<file path="config.mk">
export PLATFORM = sky130hd
export DESIGN_NAME = bmr_meas
export DESIGN_NICKNAME = d
export VERILOG_FILES = /design/src/hw/bmr_pkg.sv /design/src/hw/bmr_meas.sv
export SDC_FILE = /design/constraint.sdc
export NUM_CORES = 2
export LEC_CHECK = 0
export BUFFER_PORTS_ARGS = -buffer_cell sky130_fd_sc_hd__buf_2
export CAP_MARGIN = 20
export CORE_MARGIN = 4
export CORE_UTILIZATION = 60
export CTS_CLUSTER_SIZE = 30
export DETAILED_ROUTE_END_ITERATION = 12
export PLACE_DENSITY = 0.78
export SLEW_MARGIN = 25
export SYNTH_ARGS = -nofsm -noshare
export SYNTH_HDL_FRONTEND = slang
export SYNTH_SLANG_ARGS = --single-unit
</file>
<file path="constraint.sdc">
create_clock -name core_clk_in -period 25.2 [get_ports core_clk_in]
set_input_delay 1.26 -clock core_clk_in [delete_from_list [all_inputs] [get_ports core_clk_in]]
set_output_delay 1.26 -clock core_clk_in [all_outputs]
set_load 0.005 [all_outputs]
</file>
<file path="src/hw/bmr_pkg.sv">
// Package: register map, timing constants and carrier types for bmr_meas
package bmr_pkg;

  // Register offsets on the serial word port
  localparam logic [7:0] BMR_OFS_THERMAL     = 8'h08;
  localparam logic [7:0] BMR_OFS_CELL_V      = 8'h09;
  localparam logic [7:0] BMR_OFS_CURRENT     = 8'h0a;
  localparam logic [7:0] BMR_OFS_AVG_CURRENT = 8'h0b;
  localparam logic [7:0] BMR_OFS_AVG_THERMAL = 8'h16;
  localparam logic [7:0] BMR_OFS_AVG_CELL_V  = 8'h19;
  localparam logic [7:0] BMR_OFS_EXT_THERMAL = 8'h1a;
  localparam logic [7:0] BMR_OFS_EXT_VOLT    = 8'h1b;
  localparam logic [7:0] BMR_OFS_EXT_CURR    = 8'h1c;
  localparam logic [7:0] BMR_OFS_RATIO       = 8'h27;
  localparam logic [7:0] BMR_OFS_FULL_TIME   = 8'h33;
  localparam logic [7:0] BMR_OFS_TICK        = 8'h3e;

  // Timing: task interval in microseconds, clock in kHz
  localparam int          BMR_CLK_KHZ        = 40000;
  localparam int          BMR_TASK_US        = 175800;
  // Divide the clock first: the plain product overflows a 32-bit int
  localparam int          BMR_TASK_CYCLES    = BMR_TASK_US * (BMR_CLK_KHZ / 1000);
  localparam logic [2:0]  BMR_THERM_PHASE    = 3'h7;
  localparam logic [3:0]  BMR_DEBOUNCE_TICKS = 4'h8;

  // Reset values of the extremes bytes and of the other registers
  localparam logic [15:0] BMR_RST_EXT_THERMAL = 16'h807f;
  localparam logic [15:0] BMR_RST_EXT_VOLT    = 16'h00ff;
  localparam logic [15:0] BMR_RST_EXT_CURR    = 16'h0000;
  localparam logic [15:0] BMR_RST_WORD        = 16'h0000;

  // Saturation codes of the current reading
  localparam logic [15:0] BMR_CUR_POS_SAT = 16'h7fff;
  localparam logic [15:0] BMR_CUR_NEG_SAT = 16'h8000;

  // Gain divisor shifts: thermistor translation and cell voltage trim
  localparam int BMR_THERM_GAIN_SHIFT = 14;
  localparam int BMR_VGAIN_SHIFT      = 15;

  // Configuration carrier
  typedef struct packed {
    logic        ext_temp_sel;
    logic        therm_en;
    logic [15:0] thermal_gain_cfg;
    logic [15:0] thermal_offset_cfg;
    logic [15:0] delta_v_tick_threshold;
  } bmr_cfg_t;

  // Register port request carrier
  typedef struct packed {
    logic        rd;
    logic        wr;
    logic [7:0]  addr;
    logic [15:0] wdata;
  } bmr_req_t;

endpackage

</file>
<file path="src/hw/bmr_meas.sv">
// Battery measurement result registers, filters, extremes and task ticker
`timescale 1ns/10ps
`default_nettype none
module bmr_meas #(
  parameter int          TASK_CYCLES = bmr_pkg::BMR_TASK_CYCLES,
  parameter logic [15:0] VGAIN       = 16'h8000,
  parameter logic [15:0] VOFFSET     = 16'h0000,
  parameter logic [4:0]  CUR_SHIFT   = 5'h4,
  parameter logic [4:0]  TEMP_SHIFT  = 5'h8,
  parameter logic [4:0]  VOLT_SHIFT  = 5'h6
) (
  // Clock, reset, enable
  input  wire logic              core_clk_in,
  input  wire logic              sys_rst_in,
  input  wire logic              ce_in,
  // Configuration
  input  wire bmr_pkg::bmr_cfg_t cfg_in,
  // Front end results (same clock)
  input  wire logic [15:0]       raw_cell_sample_in,
  input  wire logic [15:0]       analog_ratio_input_in,
  input  wire logic [15:0]       sense_pos_input_in,
  input  wire logic [15:0]       sense_neg_input_in,
  input  wire logic [15:0]       full_time_estimate_in,
  // Pin to be debounced
  input  wire logic              monitor_pin_in,
  // Register word port
  input  wire bmr_pkg::bmr_req_t req_in,
  output logic [15:0]            rdata_out,
  // Status
  output logic                   tick_out,
  output logic                   debounced_out,
  output logic [15:0]            delta_v_out,
  output logic                   delta_v_valid_out
);
  import bmr_pkg::*;

  localparam logic [22:0] TASK_LAST = 23'(TASK_CYCLES - 1);

  ////////////////////////////////////////////////////////////////////////////
  // Registers
  logic [22:0]        task_cnt_reg;
  logic               tick_reg;
  logic [15:0]        timer_reg;
  logic signed [15:0] thermal_reg;
  logic [15:0]        ratio_reg;
  logic [15:0]        cell_v_reg;
  logic [15:0]        vtap_reg [0:2];
  logic signed [15:0] current_reg;
  logic signed [31:0] avg_cur_reg;
  logic signed [31:0] avg_temp_reg;
  logic [31:0]        avg_volt_reg;
  logic               cur_seed_reg;
  logic               temp_seed_reg;
  logic               volt_seed_reg;
  logic [15:0]        ext_temp_reg;
  logic [15:0]        ext_volt_reg;
  logic [15:0]        ext_curr_reg;
  logic [15:0]        full_time_reg;
  logic [15:0]        rdata_reg;
  logic [2:0]         pin_sync_reg;
  logic               deb_reg;
  logic [3:0]         deb_cnt_reg;
  logic [15:0]        dv_base_reg;
  logic [15:0]        dv_cnt_reg;
  logic [15:0]        dv_reg;
  logic               dv_valid_reg;

  ////////////////////////////////////////////////////////////////////////////
  // IIR step; shifting the error keeps the 32-bit state free of drift
  function automatic logic [31:0] iir_step(input logic [31:0] acc,
                                           input logic [15:0] s,
                                           input logic        uns,
                                           input logic [4:0]  sh);
    logic signed [32:0] d;
    d = $signed({uns ? 1'b0 : s[15], s, 16'h0000})
      - $signed({uns ? 1'b0 : acc[31], acc});
    iir_step = acc + 32'(d >>> sh);
  endfunction

  ////////////////////////////////////////////////////////////////////////////
  // Schedule decode
  wire therm_due = tick_reg && (timer_reg[2:0] == BMR_THERM_PHASE);
  wire ratio_upd = therm_due && cfg_in.therm_en;
  wire temp_auto = ratio_upd && !cfg_in.ext_temp_sel;
  wire temp_wr   = req_in.wr && (req_in.addr == BMR_OFS_THERMAL)
                   && cfg_in.ext_temp_sel;
  wire temp_upd  = temp_auto || temp_wr;

  // Temperature from ratio: ratio * gain / 0x4000 + offset * 2
  wire signed [33:0] t_prod = $signed({2'b00, analog_ratio_input_in})
                            * $signed(cfg_in.thermal_gain_cfg);
  wire signed [15:0] t_calc = 16'(t_prod >>> BMR_THERM_GAIN_SHIFT)
                            + 16'(cfg_in.thermal_offset_cfg << 1);
  wire signed [15:0] temp_new = temp_wr ? $signed(req_in.wdata) : t_calc;

  // Cell voltage trim and four-tap FIR
  wire [31:0] v_prod = raw_cell_sample_in * VGAIN;
  wire [15:0] v_trim = 16'(v_prod >> BMR_VGAIN_SHIFT) + VOFFSET;
  wire [17:0] v_sum  = {2'b00, v_trim} + {2'b00, vtap_reg[0]}
                     + {2'b00, vtap_reg[1]} + {2'b00, vtap_reg[2]};
  wire [15:0] v_new  = v_sum[17:2];

  // Sense difference with saturation
  wire signed [16:0] c_diff = $signed({sense_pos_input_in[15],
                                       sense_pos_input_in})
                            - $signed({sense_neg_input_in[15],
                                       sense_neg_input_in});
  wire c_pos_sat = !c_diff[16] && c_diff[15];
  wire c_neg_sat = c_diff[16] && !c_diff[15];
  wire [15:0] c_new = c_pos_sat ? BMR_CUR_POS_SAT :
                      c_neg_sat ? BMR_CUR_NEG_SAT : c_diff[15:0];

  // Extremes candidates
  wire signed [7:0] t_byte = temp_new[15:8];
  wire [7:0] v_byte  = v_new[15:8];
  wire [15:0] c_mag  = c_new[15] ? 16'(-$signed(c_new)) : c_new;
  wire [7:0] c_byte  = c_mag[15:8];
  wire [15:0] ext_t_next = {
    (t_byte > $signed(ext_temp_reg[15:8])) ? t_byte : ext_temp_reg[15:8],
    (t_byte < $signed(ext_temp_reg[7:0]))  ? t_byte : ext_temp_reg[7:0]};
  wire [15:0] ext_v_next = {
    (v_byte > ext_volt_reg[15:8]) ? v_byte : ext_volt_reg[15:8],
    (v_byte < ext_volt_reg[7:0])  ? v_byte : ext_volt_reg[7:0]};
  wire c_chg = !c_new[15] && (c_byte > ext_curr_reg[15:8]);
  wire c_dis = c_new[15] && (c_byte > ext_curr_reg[7:0]);
  wire [15:0] ext_c_next = {c_chg ? c_byte : ext_curr_reg[15:8],
                            c_dis ? c_byte : ext_curr_reg[7:0]};

  // Debounce and voltage change decode
  wire        pin_stable = (pin_sync_reg[2] == pin_sync_reg[1]);
  wire        pin_diff   = pin_stable && (pin_sync_reg[1] != deb_reg);
  wire        dv_end     = (dv_cnt_reg + 16'h0001)
                           >= cfg_in.delta_v_tick_threshold;

  // Read decode
  wire [15:0] rd_mux =
    (req_in.addr == BMR_OFS_THERMAL)     ? thermal_reg :
    (req_in.addr == BMR_OFS_CELL_V)      ? cell_v_reg :
    (req_in.addr == BMR_OFS_CURRENT)     ? current_reg :
    (req_in.addr == BMR_OFS_AVG_CURRENT) ? avg_cur_reg[31:16] :
    (req_in.addr == BMR_OFS_AVG_THERMAL) ? avg_temp_reg[31:16] :
    (req_in.addr == BMR_OFS_AVG_CELL_V)  ? avg_volt_reg[31:16] :
    (req_in.addr == BMR_OFS_EXT_THERMAL) ? ext_temp_reg :
    (req_in.addr == BMR_OFS_EXT_VOLT)    ? ext_volt_reg :
    (req_in.addr == BMR_OFS_EXT_CURR)    ? ext_curr_reg :
    (req_in.addr == BMR_OFS_RATIO)       ? ratio_reg :
    (req_in.addr == BMR_OFS_FULL_TIME)   ? full_time_reg :
    (req_in.addr == BMR_OFS_TICK)        ? timer_reg : BMR_RST_WORD;

  ////////////////////////////////////////////////////////////////////////////
  // Task ticker and tick counter
  always_ff @(posedge core_clk_in or posedge sys_rst_in) begin
    if (sys_rst_in) begin
      task_cnt_reg <= '0;
      tick_reg     <= 1'b0;
      timer_reg    <= BMR_RST_WORD;
    end else if (ce_in) begin
      tick_reg     <= (task_cnt_reg == TASK_LAST);
      task_cnt_reg <= (task_cnt_reg == TASK_LAST) ? '0 : task_cnt_reg + 23'h1;
      if (tick_reg) begin
        timer_reg <= timer_reg + 16'h0001;
      end
    end
  end

  // Temperature and ratio input
  always_ff @(posedge core_clk_in or posedge sys_rst_in) begin
    if (sys_rst_in) begin
      thermal_reg <= BMR_RST_WORD;
      ratio_reg   <= BMR_RST_WORD;
    end else if (ce_in) begin
      if (ratio_upd) begin
        ratio_reg <= analog_ratio_input_in;
      end
      if (temp_upd) begin
        thermal_reg <= temp_new;
      end
    end
  end

  // Cell voltage FIR taps, sampled per task tick
  always_ff @(posedge core_clk_in or posedge sys_rst_in) begin
    if (sys_rst_in) begin
      cell_v_reg  <= BMR_RST_WORD;
      vtap_reg[0] <= BMR_RST_WORD;
      vtap_reg[1] <= BMR_RST_WORD;
      vtap_reg[2] <= BMR_RST_WORD;
    end else if (ce_in && tick_reg) begin
      cell_v_reg  <= v_new;
      vtap_reg[0] <= v_trim;
      vtap_reg[1] <= vtap_reg[0];
      vtap_reg[2] <= vtap_reg[1];
    end
  end

  // Current sample per task tick
  always_ff @(posedge core_clk_in or posedge sys_rst_in) begin
    if (sys_rst_in) begin
      current_reg <= BMR_RST_WORD;
    end else if (ce_in && tick_reg) begin
      current_reg <= c_new;
    end
  end

  // IIR averages; the first sample after reset seeds each one
  always_ff @(posedge core_clk_in or posedge sys_rst_in) begin
    if (sys_rst_in) begin
      avg_cur_reg   <= '0;
      avg_temp_reg  <= '0;
      avg_volt_reg  <= '0;
      cur_seed_reg  <= 1'b0;
      temp_seed_reg <= 1'b0;
      volt_seed_reg <= 1'b0;
    end else if (ce_in) begin
      if (tick_reg) begin
        cur_seed_reg  <= 1'b1;
        volt_seed_reg <= 1'b1;
        avg_cur_reg   <= cur_seed_reg ?
          iir_step(avg_cur_reg, c_new, 1'b0, CUR_SHIFT) :
          {c_new, 16'h0000};
        avg_volt_reg  <= volt_seed_reg ?
          iir_step(avg_volt_reg, v_new, 1'b1, VOLT_SHIFT) :
          {v_new, 16'h0000};
      end
      if (temp_upd) begin
        temp_seed_reg <= 1'b1;
        avg_temp_reg  <= temp_seed_reg ?
          iir_step(avg_temp_reg, temp_new, 1'b0, TEMP_SHIFT) :
          {temp_new, 16'h0000};
      end
    end
  end

  // Extremes tracking
  always_ff @(posedge core_clk_in or posedge sys_rst_in) begin
    if (sys_rst_in) begin
      ext_temp_reg <= BMR_RST_EXT_THERMAL;
      ext_volt_reg <= BMR_RST_EXT_VOLT;
      ext_curr_reg <= BMR_RST_EXT_CURR;
    end else if (ce_in) begin
      if (temp_upd) begin
        ext_temp_reg <= ext_t_next;
      end
      if (tick_reg) begin
        ext_volt_reg <= ext_v_next;
        ext_curr_reg <= ext_c_next;
      end
    end
  end

  // Pin synchroniser and eight-tick debounce
  always_ff @(posedge core_clk_in or posedge sys_rst_in) begin
    if (sys_rst_in) begin
      pin_sync_reg <= 3'h0;
      deb_reg      <= 1'b0;
      deb_cnt_reg  <= 4'h0;
    end else if (ce_in) begin
      pin_sync_reg <= {pin_sync_reg[1:0], monitor_pin_in};
      if (!pin_diff) begin
        deb_cnt_reg <= 4'h0;
      end else if (tick_reg) begin
        if (deb_cnt_reg + 4'h1 >= BMR_DEBOUNCE_TICKS) begin
          deb_reg     <= pin_sync_reg[1];
          deb_cnt_reg <= 4'h0;
        end else begin
          deb_cnt_reg <= deb_cnt_reg + 4'h1;
        end
      end
    end
  end

  // Voltage change interval
  always_ff @(posedge core_clk_in or posedge sys_rst_in) begin
    if (sys_rst_in) begin
      dv_base_reg  <= BMR_RST_WORD;
      dv_cnt_reg   <= BMR_RST_WORD;
      dv_reg       <= BMR_RST_WORD;
      dv_valid_reg <= 1'b0;
    end else if (ce_in) begin
      dv_valid_reg <= 1'b0;
      if (tick_reg) begin
        if (dv_end) begin
          dv_reg       <= v_new - dv_base_reg;
          dv_valid_reg <= 1'b1;
          dv_base_reg  <= v_new;
          dv_cnt_reg   <= BMR_RST_WORD;
        end else begin
          dv_cnt_reg <= dv_cnt_reg + 16'h0001;
        end
      end
    end
  end

  // Read data and full-time snapshot; reads answer one cycle later
  always_ff @(posedge core_clk_in or posedge sys_rst_in) begin
    if (sys_rst_in) begin
      rdata_reg     <= BMR_RST_WORD;
      full_time_reg <= BMR_RST_WORD;
    end else if (ce_in) begin
      full_time_reg <= full_time_estimate_in;
      if (req_in.rd) begin
        rdata_reg <= rd_mux;
      end
    end
  end

  assign rdata_out         = rdata_reg;
  assign tick_out          = tick_reg;
  assign debounced_out     = deb_reg;
  assign delta_v_out       = dv_reg;
  assign delta_v_valid_out = dv_valid_reg;
endmodule
`default_nettype wire

</file>
==> Yosys cells after proc, flatten, opt, wreduce, memory -nomap -nowiden <==
Index checks and enable logic that the tools add are counted.
{ "totals": {"ff_bits": 387} }
{ "op_classes": {"add_sub_neg": 17, "multipliers": 1, "order_cmp": 8, "eq_ne": 17, "muxes": 26, "reduce_logical": 29} }
{ "ops": {"columns": ["cell", "count"], "rows": [
  ["$mux W16", 17],
  ["$sub A32 B32 Y33", 3],
  ["$add A32 B32 Y32", 3],
  ["$mux W32", 3],
  ["$eq A8 B5 Y1 const B", 5],
  ["$add A16 B1 Y16 const B", 2],
  ["$eq A8 B4 Y1 const B", 4],
  ["$gt A8 B8 Y1", 4],
  ["$mul A17 B16 Y30", 1],
  ["$eq A8 B6 Y1 const B", 3],
  ["$add A23 B1 Y23 const B", 1],
  ["$eq A23 B23 Y1 const B", 1],
  ["$mux W23", 1],
  ["$reduce_and A3 Y1", 7],
  ["$add A17 B16 Y18", 1],
  ["$add A18 B16 Y18", 1],
  ["$add A16 B16 Y17", 1],
  ["$sub A16 B16 Y17", 1],
  ["$add A16 B16 Y16", 1],
  ["$ge A16 B16 Y1", 1],
  ["$lt A8 B8 Y1", 2],
  ["$neg A16 Y16", 1],
  ["$sub A16 B16 Y16", 1],
  ["$mux W4", 3],
  ["other kinds (12)", 30]
]} }

==> Longest topological paths before layout <==
{ "depth": {"ltp_word": 13, "depth_mapped": 50} }

==> Least setup slack after synthesis <==
No wires, ideal clock.
{ "synth_path": {"path_type": "input-to-reg", "startpoint": "in cfg_in[37] (netlist name)", "endpoint": "reg avg_temp_reg[30]", "setup_ps": 126, "arrival_ps": 11418, "required_time_ps": 25074, "slack_ps": 13656, "cell_stages": 45, "cell_sequence": "clkbuf_1 and2_1 fa_1 inv_1 fa_1 fa_1 inv_1 fa_1 fa_1 inv_1 fa_1 inv_1 ha_1 a21o_1 a21oi_1 nor3b_1 o21ai_0 and2_1 [9 not listed] nand2_1 xor2_1 o21ai_0 ha_1 or3_1 o21ai_0 a311oi_1 o31a_1 o22ai_1 ha_1 or3_1 o21ai_0 a311oi_1 o21ai_0 nand2b_1 a2111oi_0 nor2_1 a221o_1"} }
{ "synth_between": {"elab_chain_cells": 6} }
{ "synth_rtl": {"columns": ["item", "line", "rtl"], "rows": [
  ["start: declaration", "bmr_meas.sv:17", "input wire bmr_pkg::bmr_cfg_t cfg_in,"],
  ["$mul A17 B16 Y30", "bmr_meas.sv:91", "* $signed(cfg_in.thermal_gain_cfg);"],
  ["$add A16 B16 Y16", "bmr_meas.sv:93", "+ 16'(cfg_in.thermal_offset_cfg << 1);"],
  ["$mux W16", "bmr_meas.sv:94", "wire signed [15:0] temp_new = temp_wr ? $signed(req_in.wdata) : t_calc;"],
  ["net temp_new[9]", "bmr_meas.sv:94", null],
  ["$sub A32 B32 Y33", "bmr_meas.sv:76", "- $signed({uns ? 1'b0 : acc[31], acc});"],
  ["$add A32 B32 Y32", "bmr_meas.sv:77", "iir_step = acc + 32'(d >>> sh);"],
  ["$mux W32", "bmr_meas.sv:227", "avg_temp_reg <= temp_seed_reg ?"],
  ["end signal: assignment", "bmr_meas.sv:227", null],
  ["end: declaration", "bmr_meas.sv:50", "logic signed [31:0] avg_temp_reg;"]
]} }
The timed path passes the listed nets, and every way through them passes these cells.
A chain may end at the register's enable or synchronous reset.

==> Worst setup path in the final report <==
{ "layout_path": {"startpoint": "in analog_ratio_input_in[1]", "endpoint": "reg avg_temp_reg[30]"} }
{ "layout_between": {"elab_chain_cells": 6} }
{ "layout_rtl": {"columns": ["item", "line", "rtl"], "rows": [
  ["start: declaration", "bmr_meas.sv:20", "input wire logic [15:0] analog_ratio_input_in,"],
  ["$mul A17 B16 Y30", "bmr_meas.sv:91", null],
  ["$add A16 B16 Y16", "bmr_meas.sv:93", null],
  ["$mux W16", "bmr_meas.sv:94", null],
  ["net temp_new[6]", "bmr_meas.sv:94", null],
  ["$sub A32 B32 Y33", "bmr_meas.sv:76", null],
  ["$add A32 B32 Y32", "bmr_meas.sv:77", null],
  ["$mux W32", "bmr_meas.sv:227", null]
]} }
The timed path passes the listed nets, and every way through them passes these cells.

==> results.sh <==
export IMPL_outcome="complete, no violations"
export IMPL_tightest_slew_ns=1.05
export IMPL_rsz0062_at_grt="false"
export IMPL_cp_common_cell="ha_1"
export IMPL_port_buffers=193
export IMPL_worst_hold_path_num_cells=1
export IMPL_synth_cell_types=103
export IMPL_drtAntennaViolNets=0
export IMPL_finClkSkew_ns=0.0275
export IMPL_synthToLayoutAreaGrowth_pct=8.62
export IMPL_gr_total_overflow=0
export IMPL_first_pass_iters=6
export IMPL_gp_congestion=0.945
export IMPL_end_kind="flip-flop"
export IMPL_cts_sinks=387
export IMPL_synthCells=4216
export IMPL_clock_latency_ns=0.60
export IMPL_synth_xor_area_share_pct=5.92
export IMPL_synth_edf_count=0
export IMPL_finalNonFillerCells=5165
export IMPL_cts_setup_buffers=0
export IMPL_final_core_util_pct=66.2
export IMPL_final_setup_tns_ns=0
export IMPL_drt_iter0_markers=2796
export IMPL_muxShareOfSynthArea_pct=3.56
export IMPL_path_class="in2reg"
export IMPL_clk_pin_slew_worst_paths_ns=0.06
export IMPL_rows=90
export IMPL_dieArea_um2=65700
export IMPL_grt_pass1_wl_um=157000
export IMPL_crit_buf_inv=4
export IMPL_required_ns=25.69
export IMPL_cts_root_buf="clkbuf_16"
export IMPL_htreeDepth=2
export IMPL_reg2reg_to="avg_volt_reg[31]"
export IMPL_period_minus_slack_ns=12.61
export IMPL_io_pins=195
export IMPL_synthArstFlopShare_pct=100
export IMPL_hold_path_class="reg2reg"
export IMPL_die_w_um=256
export IMPL_cts_resized=0
export IMPL_largest_reg_flops=48
export IMPL_synth_compound_area_share_pct=15.5
export IMPL_grt_usage_pct=28.9
export IMPL_drv_slew=0
export IMPL_cts_hold_buffers_added=0
export IMPL_die_h_um=256
export IMPL_ys_top_cells_by_count="nand2_1 (620), inv_1 (438), dfrtp_1 (371), ha_1 (371), nor2_1 (242)"
export IMPL_synthTopCellsByArea="dfrtp_1 (25%), ha_1 (13%), fa_1 (13%)"
export IMPL_cts_tree="yes"
export IMPL_cpLargestDelayFamily="compound AO/OA/AOI/OAI gates"
export IMPL_cpPeakStageDelay_ns=0.81
export IMPL_synth_nets=4978
export IMPL_worstHoldEndpoint="timer_reg[15]"
export IMPL_slew_headroom_pct=29.4
export IMPL_r2r_start="vtap_reg[2]"
export IMPL_synthesis_area_um2=37000
export IMPL_synth_avg_cell_area_um2=8.77
export IMPL_hold_viol=0
export IMPL_place_hpwl_um=72500
export IMPL_dp_cells=5082
export IMPL_layout_nets=5108
export IMPL_wire_per_inst_um=18.6
export IMPL_fp_coreArea_um2=60700
export IMPL_synth_simple_area_share_pct=17.5
export IMPL_worst_endpoint_arrival_ns=13.10
export IMPL_grt_antenna_before_repair=4
export IMPL_slowest_stage="a2111oi_0"
export IMPL_ys_seq_area_share_pct=26.2
export IMPL_grt_max_degree=164
export IMPL_synth_top_area_share_pct=25.1
export IMPL_drive_gt1_share_pct=10.6
export IMPL_yosysTopAreaCell="dfrtp_1"
export IMPL_ys_flop_type="dfrtp_1"
export IMPL_clock_path_buffers=3
export IMPL_setup_violations=0
export IMPL_synthAdderAreaFrac_pct=25.3
export IMPL_yosysWarnings=0
export IMPL_via_per_inst=5.96
export IMPL_critPathMaxFanout=17
export IMPL_num_vias=30800
export IMPL_drv_cap=0
export IMPL_worstSetupStartpointType="input port"
export IMPL_fin_crit_sh_pct=50.0
export IMPL_initial_core_util_pct=60.9
export IMPL_grt_pass1_vias=30500
export IMPL_max_freq_ghz=0.0793
export IMPL_synth_most_common_cell="nand2_1"
export IMPL_synth_top_family_by_area="adder cells"
export IMPL_drc_errors=0
export IMPL_cts_buffers=44
export IMPL_drt_total_wl_um=96000
export IMPL_rrSetupSlack_ns=17.23
export IMPL_reg2regPathDepth=27
export IMPL_ys_seq_elements=387
export IMPL_hp_start="timer_reg[15]"
[worst max-delay path by stage]
stage	startpoint	to	depth (start not counted)
after floorplan	sys_rst_in	avg_cur_reg[0]	1
after global placement	analog_ratio_input_in[0]	avg_temp_reg[30]	41
after detailed placement	analog_ratio_input_in[1]	avg_temp_reg[30]	41
after CTS	analog_ratio_input_in[1]	avg_temp_reg[30]	41
after global routing	analog_ratio_input_in[1]	avg_temp_reg[30]	46
final	analog_ratio_input_in[1]	avg_temp_reg[30]	41
[final cells by class]
cell class | instances | area (um2)
inverters | 441 | 1660
multi-input cells | 3247 | 25100
flip-flops and latches | 387 | 9710
repair buffers | 225 | 1220
clock inverters | 12 | 126
clock buffers | 67 | 1320
diodes | 4 | 10.0
fillers | 4897 | 20500
well taps | 782 | 978
[through the flow]
stage          hold WS [ns]  instance area, um2  setup WS [ns]
2_1_floorplan         0.431               37000          13.21
3_3_place_gp          0.447               38700          12.24
3_5_place_dp          0.458               38700          12.14
4_1_cts               0.470               40100          12.74
5_1_grt               0.490               40200          11.85
6_report              0.472               40200          12.59
[placed cells by master (no fill, tap or decap), types with 25 or more instances in the layout]
master and n:
a21o_1 85, a21oi_1 197, a22o_1 25, a22oi_1 39, a31oi_1 30, and2_1 131
and3_1 28, buf_2 193, buf_4 30, clkbuf_16 45, dfrtp_1 370, fa_1 231
ha_1 371, inv_1 437, mux2_2 84, mux2i_1 29, nand2_1 619, nand2b_1 49
nand3_1 76, nand4_1 33, nor2_1 242, nor2b_1 36, nor3_1 74, o21a_1 43
o21ai_0 217, o21ai_1 27, xnor2_1 159, xor2_1 91
[worst register-to-register path, stage by stage (launching register included)]
cell and delay, ns:
dfrtp_1 0.40, fa_1 0.53, fa_1 0.45, ha_1 0.29
and4b_1 0.19, o211ai_1 0.26, a21oi_1 0.13, a2111oi_0 0.40
nor3_1 0.17, xnor2_1 0.74, inv_1 0.37, ha_1 0.44
a211oi_1 0.36, a211oi_2 0.16, nor3_1 0.30, nor3_1 0.13
xor2_1 0.16, ha_1 0.37, a21oi_1 0.20, nand2b_1 0.18
nand2b_1 0.07, a21o_1 0.18, a21o_1 0.18, a211o_1 0.31
o41a_1 0.42, xnor2_1 0.20, a21oi_1 0.09, a2bb2oi_1 0.16
[cell families (layout without fill, tap and decap cells)]
| kind of cell | count (synthesis) | after routing |
|---|---|---|
| buffers and inverters | 582 | 745 |
| adder cells (fa/ha/maj) | 611 | 611 |
| other | 0 | 4 |
| AND/OR/NAND/NOR | 1388 | 1388 |
| flip-flops | 387 | 387 |
| AO/OA/AOI/OAI | 878 | 878 |
| multiplexers | 120 | 120 |
| XOR/XNOR | 250 | 250 |
[routing by layer]
metal  GRT usage, %  up-vias  wire length, um
met1           40.4    14900            41500
met3           6.49      169             8380
li1               -    14700                -
met2           45.2     1033            43200
met4           8.70        4             2950
met5              0        -               29
Power is left out: the tool's default activity adds up to more than one toggle a clock period on the data nets, which glitch-free logic cannot reach.
